===== config.mk =====
export PLATFORM = sky130hd
export DESIGN_NAME = err_route
export DESIGN_NICKNAME = d
export VERILOG_FILES = /design/src/err_route_pkg.sv /design/src/err_route.sv
export SDC_FILE = /design/constraint.sdc
export NUM_CORES = 1
export LEC_CHECK = 0
export BUFFER_PORTS_ARGS = -buffer_cell sky130_fd_sc_hd__buf_2
export CAP_MARGIN = 20
export CORE_ASPECT_RATIO = 0.5
export CORE_MARGIN = 1.5
export CORE_UTILIZATION = 40
export CTS_CLUSTER_SIZE = 16
export DETAILED_ROUTE_END_ITERATION = 10
export PLACE_DENSITY = 0.79
export REMOVE_ABC_BUFFERS = 1
export SLEW_MARGIN = 10
export SYNTH_ARGS = -nofsm -noshare
export SYNTH_HDL_FRONTEND = slang
export SYNTH_SLANG_ARGS = --single-unit

===== constraint.sdc =====
create_clock -name aclk -period 2.84 [get_ports aclk]
set_input_delay 0.568 -clock aclk [delete_from_list [all_inputs] [get_ports aclk]]
set_output_delay 0.568 -clock aclk [all_outputs]
set_load 0.05 [all_outputs]

===== src/err_route_pkg.sv =====
// Constants shared by the internal error routing block
package err_route_pkg;

  // Bus geometry
  localparam int          ADDR_W       = 12;
  localparam int          DATA_W       = 32;
  localparam int          FLAG_W       = 8;

  // Register indices as printed; the byte address is four times the index
  localparam logic [9:0]  ERR0_IDX     = 10'h0d0;
  localparam logic [9:0]  MC_IDX       = 10'h0d3;
  localparam logic [11:0] ERR0_ADDR    = {ERR0_IDX, 2'b00};
  localparam logic [11:0] MC_ADDR      = {MC_IDX, 2'b00};

  // Block-local registers: flags, interrupt mask, indication status
  localparam logic [11:0] FLAG_ADDR    = 12'h000;
  localparam logic [11:0] IMASK_ADDR   = 12'h004;
  localparam logic [11:0] OSTAT_ADDR   = 12'h008;

  // Flag positions, shared by the flag, mask and routing registers
  localparam int          BIT_INV_LINE = 7;
  localparam int          BIT_SNP_MECC = 6;
  localparam int          BIT_SNP_SECC = 5;
  localparam int          BIT_ADDRMAP  = 4;
  localparam int          BIT_VPIN     = 3;
  localparam int          BIT_WB_VIOL  = 2;
  localparam int          BIT_MULTHIT  = 1;
  localparam int          BIT_DIR_PAR  = 0;

  // Indication status register fields
  localparam int          OST_ERR0     = 0;
  localparam int          OST_MC       = 1;
  localparam int          OST_IRQ      = 2;

  // Reset values
  localparam logic [7:0]  ROUTE_RESET  = 8'hff;
  localparam logic [7:0]  FLAG_RESET   = 8'h00;
  localparam logic [7:0]  IMASK_RESET  = 8'h00;

  // AXI response codes
  localparam logic [1:0]  RESP_OKAY    = 2'b00;
  localparam logic [1:0]  RESP_SLVERR  = 2'b10;

endpackage


===== src/err_route.sv =====
// Internal error flag routing to error output zero and machine check
//
// Behaviour
// - Error output zero is high while a set flag is let through its routing bit.
// - Machine check is high while a set flag is let through its routing bit.
// - Bit 7 routes the snoop filter coherency error on invalidate line.
// - Bit 6 routes the multi-bit snoop filter lookup ECC error.
// - Bit 5 routes the single-bit snoop filter lookup ECC error.
// - Bit 4 routes the coherency logic address map error.
// - Bit 3 routes the sideband virtual pin port error.
// - Bit 2 routes the explicit writeback coherency violation.
// - Bit 1 routes the snoop filter multiple tag hit.
// - Bit 0 routes the directory storage parity error.
//
// Chosen here: the AXI4-Lite interface to the registers.
`timescale 1ns/1ns

module err_route
  import err_route_pkg::*;
(
  // Clock and resets
  input  wire logic              aclk,
  input  wire logic              aresetn,
  input  wire logic              poweron_resetn,
  // Error events from the coherency, snoop filter and sideband logic
  input  wire logic              inval_line_err,
  input  wire logic              snoop_mecc_err,
  input  wire logic              snoop_secc_err,
  input  wire logic              addrmap_err,
  input  wire logic              vpin_err,
  input  wire logic              wb_viol_err,
  input  wire logic              multi_hit_err,
  input  wire logic              dir_parity_err,
  // Outgoing indications
  output logic                   error_zero_out,
  output logic                   machine_check_indication,
  output logic                   irq,
  // AXI4-Lite write address
  input  wire logic [ADDR_W-1:0] awaddr,
  input  wire logic [2:0]        awprot,
  input  wire logic              awvalid,
  output logic                   awready,
  // AXI4-Lite write data
  input  wire logic [DATA_W-1:0] wdata,
  input  wire logic [3:0]        wstrb,
  input  wire logic              wvalid,
  output logic                   wready,
  // AXI4-Lite write response
  output logic [1:0]             bresp,
  output logic                   bvalid,
  input  wire logic              bready,
  // AXI4-Lite read address
  input  wire logic [ADDR_W-1:0] araddr,
  input  wire logic [2:0]        arprot,
  input  wire logic              arvalid,
  output logic                   arready,
  // AXI4-Lite read data
  output logic [DATA_W-1:0]      rdata,
  output logic [1:0]             rresp,
  output logic                   rvalid,
  input  wire logic              rready
);

  // Decode of the mapped word addresses, shared by reads and writes
  function automatic logic is_mapped(input logic [ADDR_W-1:0] a);
    is_mapped = (a == FLAG_ADDR) || (a == IMASK_ADDR) || (a == OSTAT_ADDR) ||
                (a == ERR0_ADDR) || (a == MC_ADDR);
  endfunction

  // Registers
  logic [FLAG_W-1:0] flag_reg;
  logic [FLAG_W-1:0] imask_reg;
  logic [FLAG_W-1:0] err0_route_reg;
  logic [FLAG_W-1:0] mc_route_reg;
  logic              err0_out_reg;
  logic              mc_out_reg;
  logic              irq_reg;
  // Bus state
  logic              aw_full_reg;
  logic [ADDR_W-1:0] aw_addr_reg;
  logic              w_full_reg;
  logic [7:0]        w_data_reg;
  logic              w_strb_reg;
  logic              awready_reg;
  logic              wready_reg;
  logic              bvalid_reg;
  logic [1:0]        bresp_reg;
  logic              arready_reg;
  logic              rvalid_reg;
  logic [DATA_W-1:0] rdata_reg;
  logic [1:0]        rresp_reg;

  // Event vector laid out in the routing register bit order
  logic [FLAG_W-1:0] event_vec;
  assign event_vec[BIT_INV_LINE] = inval_line_err;
  assign event_vec[BIT_SNP_MECC] = snoop_mecc_err;
  assign event_vec[BIT_SNP_SECC] = snoop_secc_err;
  assign event_vec[BIT_ADDRMAP]  = addrmap_err;
  assign event_vec[BIT_VPIN]     = vpin_err;
  assign event_vec[BIT_WB_VIOL]  = wb_viol_err;
  assign event_vec[BIT_MULTHIT]  = multi_hit_err;
  assign event_vec[BIT_DIR_PAR]  = dir_parity_err;

  // Channel handshakes
  logic aw_take;
  logic w_take;
  logic ar_take;
  logic wr_do;
  assign aw_take = awvalid & awready_reg;
  assign w_take  = wvalid & wready_reg;
  assign ar_take = arvalid & arready_reg;
  // Commit only once both halves are held and the last response is gone
  assign wr_do   = aw_full_reg & w_full_reg & ~bvalid_reg;

  // Write decode; only the low byte lane carries register bits
  logic wr_lane;
  logic wr_flag;
  logic wr_imask;
  logic wr_err0;
  logic wr_mc;
  assign wr_lane  = wr_do & w_strb_reg;
  assign wr_flag  = wr_lane & (aw_addr_reg == FLAG_ADDR);
  assign wr_imask = wr_lane & (aw_addr_reg == IMASK_ADDR);
  assign wr_err0  = wr_lane & (aw_addr_reg == ERR0_ADDR);
  assign wr_mc    = wr_lane & (aw_addr_reg == MC_ADDR);
  // Response code is fixed by the held address alone
  logic [1:0] wr_resp;
  assign wr_resp  = is_mapped(aw_addr_reg) ? RESP_OKAY : RESP_SLVERR;

  // Flags: write one to clear, a new event beats a clear in the same cycle
  logic [FLAG_W-1:0] flag_clr;
  logic [FLAG_W-1:0] flag_next;
  assign flag_clr  = wr_flag ? w_data_reg : 8'h00;
  assign flag_next = (flag_reg & ~flag_clr) | event_vec;

  // Routing: a one blocks, so indications use the inverted enables
  logic [FLAG_W-1:0] err0_route_next;
  logic [FLAG_W-1:0] mc_route_next;
  logic              err0_next;
  logic              mc_next;
  logic              irq_next;
  // Power-up reset drives the blocked pattern into the indications at once
  logic              route_init;
  assign route_init      = ~poweron_resetn;
  assign err0_route_next = route_init ? ROUTE_RESET :
                           wr_err0    ? w_data_reg : err0_route_reg;
  assign mc_route_next   = route_init ? ROUTE_RESET :
                           wr_mc      ? w_data_reg : mc_route_reg;
  assign err0_next = |(flag_next & ~err0_route_next);
  assign mc_next   = |(flag_next & ~mc_route_next);
  // Mask change reaches irq at its commit edge, as routing does
  logic [FLAG_W-1:0] imask_next;
  assign imask_next = wr_imask ? w_data_reg : imask_reg;
  // No check for a flag routed twice; overlap is left to software
  assign irq_next  = |(flag_next & imask_next);

  // Write channel next state
  logic aw_full_next;
  logic w_full_next;
  logic bvalid_next;
  assign aw_full_next = (aw_full_reg | aw_take) & ~wr_do;
  assign w_full_next  = (w_full_reg | w_take) & ~wr_do;
  assign bvalid_next  = wr_do | (bvalid_reg & ~bready);
  // A ready stays low while its half of the write is held
  logic awready_next;
  logic wready_next;
  assign awready_next = ~aw_full_next;
  assign wready_next  = ~w_full_next;

  // Read channel next state
  logic              rvalid_next;
  logic              arready_next;
  assign rvalid_next  = ar_take | (rvalid_reg & ~rready);
  assign arready_next = ~rvalid_next;

  // Read decode; the byte offset bits are ignored as on writes
  logic [ADDR_W-1:0] ar_word;
  logic              rd_flag;
  logic              rd_imask;
  logic              rd_ostat;
  logic              rd_err0;
  logic              rd_mc;
  logic [1:0]        rd_resp;
  assign ar_word  = {araddr[ADDR_W-1:2], 2'b00};
  assign rd_flag  = (ar_word == FLAG_ADDR);
  assign rd_imask = (ar_word == IMASK_ADDR);
  assign rd_ostat = (ar_word == OSTAT_ADDR);
  assign rd_err0  = (ar_word == ERR0_ADDR);
  assign rd_mc    = (ar_word == MC_ADDR);
  assign rd_resp  = is_mapped(ar_word) ? RESP_OKAY : RESP_SLVERR;

  // Indication status word
  logic [FLAG_W-1:0] ostat;
  assign ostat[OST_ERR0]           = err0_out_reg;
  assign ostat[OST_MC]             = mc_out_reg;
  assign ostat[OST_IRQ]            = irq_reg;
  assign ostat[FLAG_W-1:OST_IRQ+1] = 5'h00;

  // Register bits sit in the low byte; unmapped words and upper bytes read zero
  logic [FLAG_W-1:0] rd_byte;
  logic [DATA_W-1:0] rd_mux;
  assign rd_byte = rd_flag  ? flag_reg :
                   rd_imask ? imask_reg :
                   rd_ostat ? ostat :
                   rd_err0  ? err0_route_reg :
                   rd_mc    ? mc_route_reg :
                   8'h00;
  assign rd_mux  = {24'h000000, rd_byte};

  // Sticky routing registers, untouched by the warm reset
  always_ff @(posedge aclk) begin
    if (!poweron_resetn) begin
      err0_route_reg <= ROUTE_RESET;
      mc_route_reg   <= ROUTE_RESET;
    end else begin
      err0_route_reg <= err0_route_next;
      mc_route_reg   <= mc_route_next;
    end
  end

  // Flags, interrupt mask and registered indications
  always_ff @(posedge aclk) begin
    if (!aresetn) begin
      flag_reg     <= FLAG_RESET;
      imask_reg    <= IMASK_RESET;
      err0_out_reg <= 1'b0;
      mc_out_reg   <= 1'b0;
      irq_reg      <= 1'b0;
    end else begin
      flag_reg     <= flag_next;
      imask_reg    <= imask_next;
      err0_out_reg <= err0_next;
      mc_out_reg   <= mc_next;
      irq_reg      <= irq_next;
    end
  end

  // Write address and data holding; either may arrive first
  always_ff @(posedge aclk) begin
    if (!aresetn) begin
      aw_full_reg <= 1'b0;
      w_full_reg  <= 1'b0;
      awready_reg <= 1'b0;
      wready_reg  <= 1'b0;
      aw_addr_reg <= 12'h000;
      w_data_reg  <= 8'h00;
      w_strb_reg  <= 1'b0;
    end else begin
      aw_full_reg <= aw_full_next;
      w_full_reg  <= w_full_next;
      awready_reg <= awready_next;
      wready_reg  <= wready_next;
      if (aw_take) begin
        aw_addr_reg <= {awaddr[ADDR_W-1:2], 2'b00};
      end
      if (w_take) begin
        w_data_reg <= wdata[7:0];
        w_strb_reg <= wstrb[0];
      end
    end
  end

  // Write response; unmapped addresses answer with a slave error
  always_ff @(posedge aclk) begin
    if (!aresetn) begin
      bvalid_reg <= 1'b0;
      bresp_reg  <= RESP_OKAY;
    end else begin
      bvalid_reg <= bvalid_next;
      if (wr_do) begin
        bresp_reg <= wr_resp;
      end
    end
  end

  // Read path; the address is sampled once, so one read is in flight
  always_ff @(posedge aclk) begin
    if (!aresetn) begin
      arready_reg <= 1'b0;
      rvalid_reg  <= 1'b0;
      rdata_reg   <= 32'h00000000;
      rresp_reg   <= RESP_OKAY;
    end else begin
      arready_reg <= arready_next;
      rvalid_reg  <= rvalid_next;
      if (ar_take) begin
        rdata_reg <= rd_mux;
        rresp_reg <= rd_resp;
      end
    end
  end

  // Ports straight from flops
  assign error_zero_out           = err0_out_reg;
  assign machine_check_indication = mc_out_reg;
  assign irq                      = irq_reg;
  assign awready                  = awready_reg;
  assign wready                   = wready_reg;
  assign bvalid                   = bvalid_reg;
  assign bresp                    = bresp_reg;
  assign arready                  = arready_reg;
  assign rvalid                   = rvalid_reg;
  assign rdata                    = rdata_reg;
  assign rresp                    = rresp_reg;

endmodule // err_route


# Yosys cells after proc, flatten, opt, wreduce, memory -nomap -nowiden
# Cells that the tools add are included.
word_totals:
  out_inout_bits: 44
  reg_bits: 73
  romBits: 0
  latchBits: 0
  memories: 0
  mem_bits_rw: 0
op_classes:
  reduce_logical: 13
  eq_ne: 8
  mul: 0
  n_div: 0
  n_addsub: 0
  mux: 13
  order_cmp: 0
  bitwise_logic: 33
  n_shift: 0
op_table:
  columns: ["operator", "count"]
  rows:
  - ["8-bit two-way mux", 11]
  - ["10-bit by 8-bit == test with 1-bit output (second input constant)", 4]
  - ["8-bit bitwise AND", 4]
  - ["12-bit logical NOT", 2]
  - ["8-bit NOT", 3]
  - ["8-bit OR reduction", 3]
  - ["10-bit by 1-bit == test with 1-bit output (second input constant)", 2]
  - ["10-bit by 2-bit == test with 1-bit output (second input constant)", 2]
  - ["1-bit bitwise AND", 14]
  - ["1-bit logical OR", 8]
  - ["8-bit bitwise OR", 1]
  - ["1-bit NOT", 7]
  - ["2-bit two-way mux", 2]
  - ["1-bit bitwise OR", 4]

# Logic depth before layout (Yosys ltp)
depth:
  word_depth: 10
  depth_mapped: 7

# Least setup slack after synthesis
# Ideal clock, no wire load.
synth_path:
  path_kind: "input port to flip-flop"
  from: "input port araddr[7]"
  to: "register rdata_reg[4], in the netlist rdata[4]"
  arrival_time_ns: 2.157
  required_time_ns: 2.773
  setup_time_ns: 0.067
  path_buffers: 2
  cell_stages: 7
  path_slack_ns: 0.615
  cell_sequence: "or3_1 -> buf_6 -> or3_4 -> buf_6 -> a2bb2oi_1 -> a211o_1 -> a21oi_2"
synth_via:
  elab_chain_len: 6
synth_lines:
  columns: ["item", "line_no", "source"]
  rows:
  - ["start, declared", "err_route.sv:53", "input wire logic [ADDR_W-1:0] araddr,"]
  - ["10-bit by 8-bit == test with 1-bit output", "err_route.sv:189", "assign rd_mc = (ar_word == MC_ADDR);"]
  - ["8-bit two-way mux", "err_route.sv:206", "rd_mc ? mc_route_reg :"]
  - ["8-bit two-way mux", "err_route.sv:205", "rd_err0 ? err0_route_reg :"]
  - ["8-bit two-way mux", "err_route.sv:204", "rd_ostat ? ostat :"]
  - ["8-bit two-way mux", "err_route.sv:203", "rd_imask ? imask_reg :"]
  - ["8-bit two-way mux (*)", "err_route.sv:202", "assign rd_byte = rd_flag ? flag_reg :"]
  - ["end signal, assigned", "err_route.sv:287", "rdata_reg <= rd_mux;"]
  - ["end, declared", "err_route.sv:90", "logic [DATA_W-1:0] rdata_reg;"]
# Every way passes the cells marked *; elsewhere a longest branch is shown, timed or not.
# A chain may end at the register's enable or synchronous reset.

# Final worst setup path
layout_path:
  from: "register bvalid_reg, in the netlist bvalid"
  to: "register mc_out_reg, in the netlist machine_check_indication"
layout_via:
  elab_chain_len: 10
layout_lines:
  columns: ["item", "line_no", "source"]
  rows:
  - ["start, declared", "err_route.sv:86", "logic bvalid_reg;"]
  - ["start signal, assigned", "err_route.sv:269", "bvalid_reg <= bvalid_next;"]
  - ["1-bit NOT (*)", "err_route.sv:113", "assign wr_do = aw_full_reg & w_full_reg & ~bvalid_reg;"]
  - ["1-bit bitwise AND (*)", "err_route.sv:113", null]
  - ["1-bit bitwise AND (*)", "err_route.sv:121", "assign wr_lane = wr_do & w_strb_reg;"]
  - ["1-bit bitwise AND", "err_route.sv:122", "assign wr_flag = wr_lane & (aw_addr_reg == FLAG_ADDR);"]
  - ["8-bit two-way mux", "err_route.sv:133", "assign flag_clr = wr_flag ? w_data_reg : 8'h00;"]
  - ["8-bit NOT", "err_route.sv:134", "assign flag_next = (flag_reg & ~flag_clr) | event_vec;"]
  - ["8-bit bitwise AND", "err_route.sv:134", null]
  - ["8-bit bitwise OR", "err_route.sv:134", null]
  - ["8-bit bitwise AND (*)", "err_route.sv:150", "assign mc_next = |(flag_next & ~mc_route_next);"]
  - ["8-bit OR reduction (*)", "err_route.sv:150", null]
  - ["end signal, assigned", "err_route.sv:233", "mc_out_reg <= mc_next;"]
  - ["end, declared", "err_route.sv:76", "logic mc_out_reg;"]
# Marks and branches as above.

==> metrics.yaml <==
outcome: "complete, no violations"
fin_crit_ns: 2.36
p_per_area_mw_per_mm2: 657
fin_tns_setup_ns: 0
start_kind: "register"
ctsResizeCount: 0
p_leak_nw: 1.77
ios: 126
h-tree-depth: 3
synth_xor_area_frac: 0
syn-instance-count: 380
synth_top_area_frac: 0.421
clkLatencyLatePin_ns: 0.33
critPathRequiredTime_ns: 3.05
synth.top_cells.by_count: "dfxtp_1, nand2_1, nor2b_1, a21oi_1, mux2i_1"
clk_pin_slew_worst_paths_ns: 0.06
dieWidth_um: 133
synth_compound_area_frac: 0.162
cp.arrival_ns: 2.57
gp_congestion: 0.854
rows: 23
synth_top_family_by_area: "simple AND/OR/NAND/NOR gates"
wire_per_inst_um: 14.4
tritoncts: "built"
setup-violations-final: 0
drtAntennaViolNets: 0
met3_length_um: 542
synthTopCellsByArea: "dfxtp_1, mux2i_1, buf_4"
path_delay_family: "simple AND/OR/NAND/NOR gates"
vias: 2822
grt_max_degree: 46
pwr-share-comb: 0.112
antenna_found_initial: 0
pwr-share-seq: 0.401
grt_pass1_vias: 2653
period_share: 0.832
post_cts_buffers: 0
dieHeight_um: 67.9
worstSetupEndpointType: "register"
dpl_cell_area_mm2: 0.00367
critPathKind: "register to register"
max_stage_delay_ns: 0.45
met2_length_mm: 3.61
synthArstFlopShare: 0
tightest_slew_ns: 0.791
largest_register_ffs: 10
syn_area_per_cell_um2: 8.88
report.final.slew_viol_count: 0
relSlewSlack: 0.472
p_sw_frac: 0.246
dp_hpwl_mm: 5.72
core_mm2: 0.00809
synth_cell_types: 44
min_path_type: "register to register"
crit_fanout: 9
insertedDiodeCount: 0
clock_path_buffers: 2
ys_seq_area_frac: 0.421
yosysWarnings: 0
numPortBuffers: 62
drc_errors: 0
hold_ws_ns: 0.447
start_util: 0.417
highest_layer: "met4"
grtUsageTotal: 0.187
met1Wirelength_mm: 3.76
irDropWorstVdd_mv: 0.267
synthMuxAreaShare: 0.0801
grt_pass1_wl_mm: 13.0
hold_buffers: 0
fmax_mhz: 423
layout.nets: 521
fin_worst_skew_ns: 0.00667
p_switching_mw: 0.649
yosysMostFrequentCell: "dfxtp_1"
yosysTopAreaCell: "dfxtp_1"
cts_sinks: 71
totalWireLength_mm: 7.99
power_frac_clock: 0.488
path_cells: "and3b_1, nand4_2, mux2i_1, o22ai_1, o41a_1"
synth_edf_count: 0
final_area_mm2: 0.00402
detail_route.vias_per_cell: 5.08
cp_num_buf_inv: 0
hold_viol_final: 0
drive_gt1_frac: 0.221
power.total_mw: 2.64
synth_area_mm2: 0.00337
drtPass1Iterations: 4
crit_slowest_cell: "o41a_1"
drt_iter0_drc: 195
ys_ff_latch: 71
cap_viol_max_count: 0
ys.flop_type: "dfxtp_1"
cts_made_buffers: 9
synth-simple-area-share: 0.249
cts-root-buf: "clkbuf_16"
die_area_mm2: 0.00903
rsz0062_at_grt: "false"
post_synth_fa_ha_maj_area_fraction: 0
area_growth_pct: 19.1
intPower_mw: 1.99
overflow: 0
==> worst reg2reg max path: cells and delay by family, from the launching register on <==
kind               cells  cell delay [ns]
AOI/OAI and AO/OA      2             0.62
muxes                  1             0.41
DFF                    1             0.33
and+or+nand+nor        2             0.88
==> cells by family after synthesis <==
kind of cell	count (synthesis)
and+or+nand+nor	150
AOI/OAI and AO/OA	84
DFF	71
buffers and inverters	47
muxes	27
other	1
==> power groups by stage <==
stage / Combinational [mW] / Clock, mW / Sequential [mW]
3_5_place_dp: 0.293 / 0 / 1.08
5_1_grt: 0.318 / 1.35 / 1.06
4_1_cts: 0.294 / 1.30 / 1.06
3_3_place_gp: 0.289 / 0 / 1.08
6_report: 0.295 / 1.29 / 1.06
2_1_floorplan: 0.178 / 0 / 1.10
==> final cells by class <==
| cell class | count | area (µm²) |
|---|---|---|
| clock inverters | 6 | 108 |
| multi-input cells | 287 | 1760 |
| fillers | 752 | 4070 |
| repair buffers | 66 | 340 |
| clock buffers | 10 | 239 |
| flip-flops and latches | 71 | 1420 |
| well taps | 112 | 140 |
| inverters | 4 | 15.0 |
==> cell usage in the layout, fill, tap and decap left out, drive strengths merged <==
cell type / netlist / final
a211o: 4 / 4
a21oi: 28 / 28
a221oi: 1 / 1
a22oi: 7 / 7
a2bb2oi: 4 / 4
a31oi: 1 / 1
and2: 4 / 4
and3: 1 / 1
and3b: 1 / 1
and4b: 1 / 1
and4bb: 1 / 1
buf: 30 / 66
bufinv: 0 / 3
clkbuf: 13 / 10
clkinv: 0 / 2
clkinvlp: 0 / 1
conb: 1 / 26
dfxtp: 71 / 71
inv: 4 / 4
mux2i: 27 / 27
nand2: 52 / 52
nand2b: 9 / 9
nand3: 2 / 2
nand3b: 1 / 1
nand4: 4 / 4
nor2: 24 / 24
nor2b: 28 / 28
nor3: 11 / 11
nor3b: 2 / 2
nor4: 3 / 3
nor4b: 1 / 1
o211ai: 1 / 1
o21ai: 10 / 10
o21bai: 1 / 1
o221a: 3 / 3
o22ai: 20 / 20
o41a: 3 / 3
o41ai: 1 / 1
or2: 1 / 1
or3: 4 / 4
==> stage by stage <==
stage               std cells  setup slack [ns]   util
finish                    556             0.476  0.497
global route              556             0.332  0.497
CTS                       556             0.463  0.497
detailed placement        540             0.381  0.454
global placement          540             0.389  0.454
floorplan                 362             0.643      -
==> routing by layer <==
metal | vias up | GRT usage
met4 | 0 | 0.0714
met2 | 118 | 0.318
met5 | - | 0
met3 | 8 | 0.0541
met1 | 1292 | 0.230
li1 | 1404 | -
==> worst paths after layout <==
path                         start                                   to  slack, ns  depth (start not counted)
max              bvalid$_SDFF_PN0_  machine_check_indication$_SDFF_PN0_       0.48                          5
min          rdata[5]$_SDFFE_PN0P_                rdata[5]$_SDFFE_PN0P_       0.45                          2
max reg2reg      bvalid$_SDFF_PN0_  machine_check_indication$_SDFF_PN0_       0.48                          5
min reg2reg  rdata[5]$_SDFFE_PN0P_                rdata[5]$_SDFFE_PN0P_       0.45                          2
No activity file was read; power rests on OpenSTA's default activity.
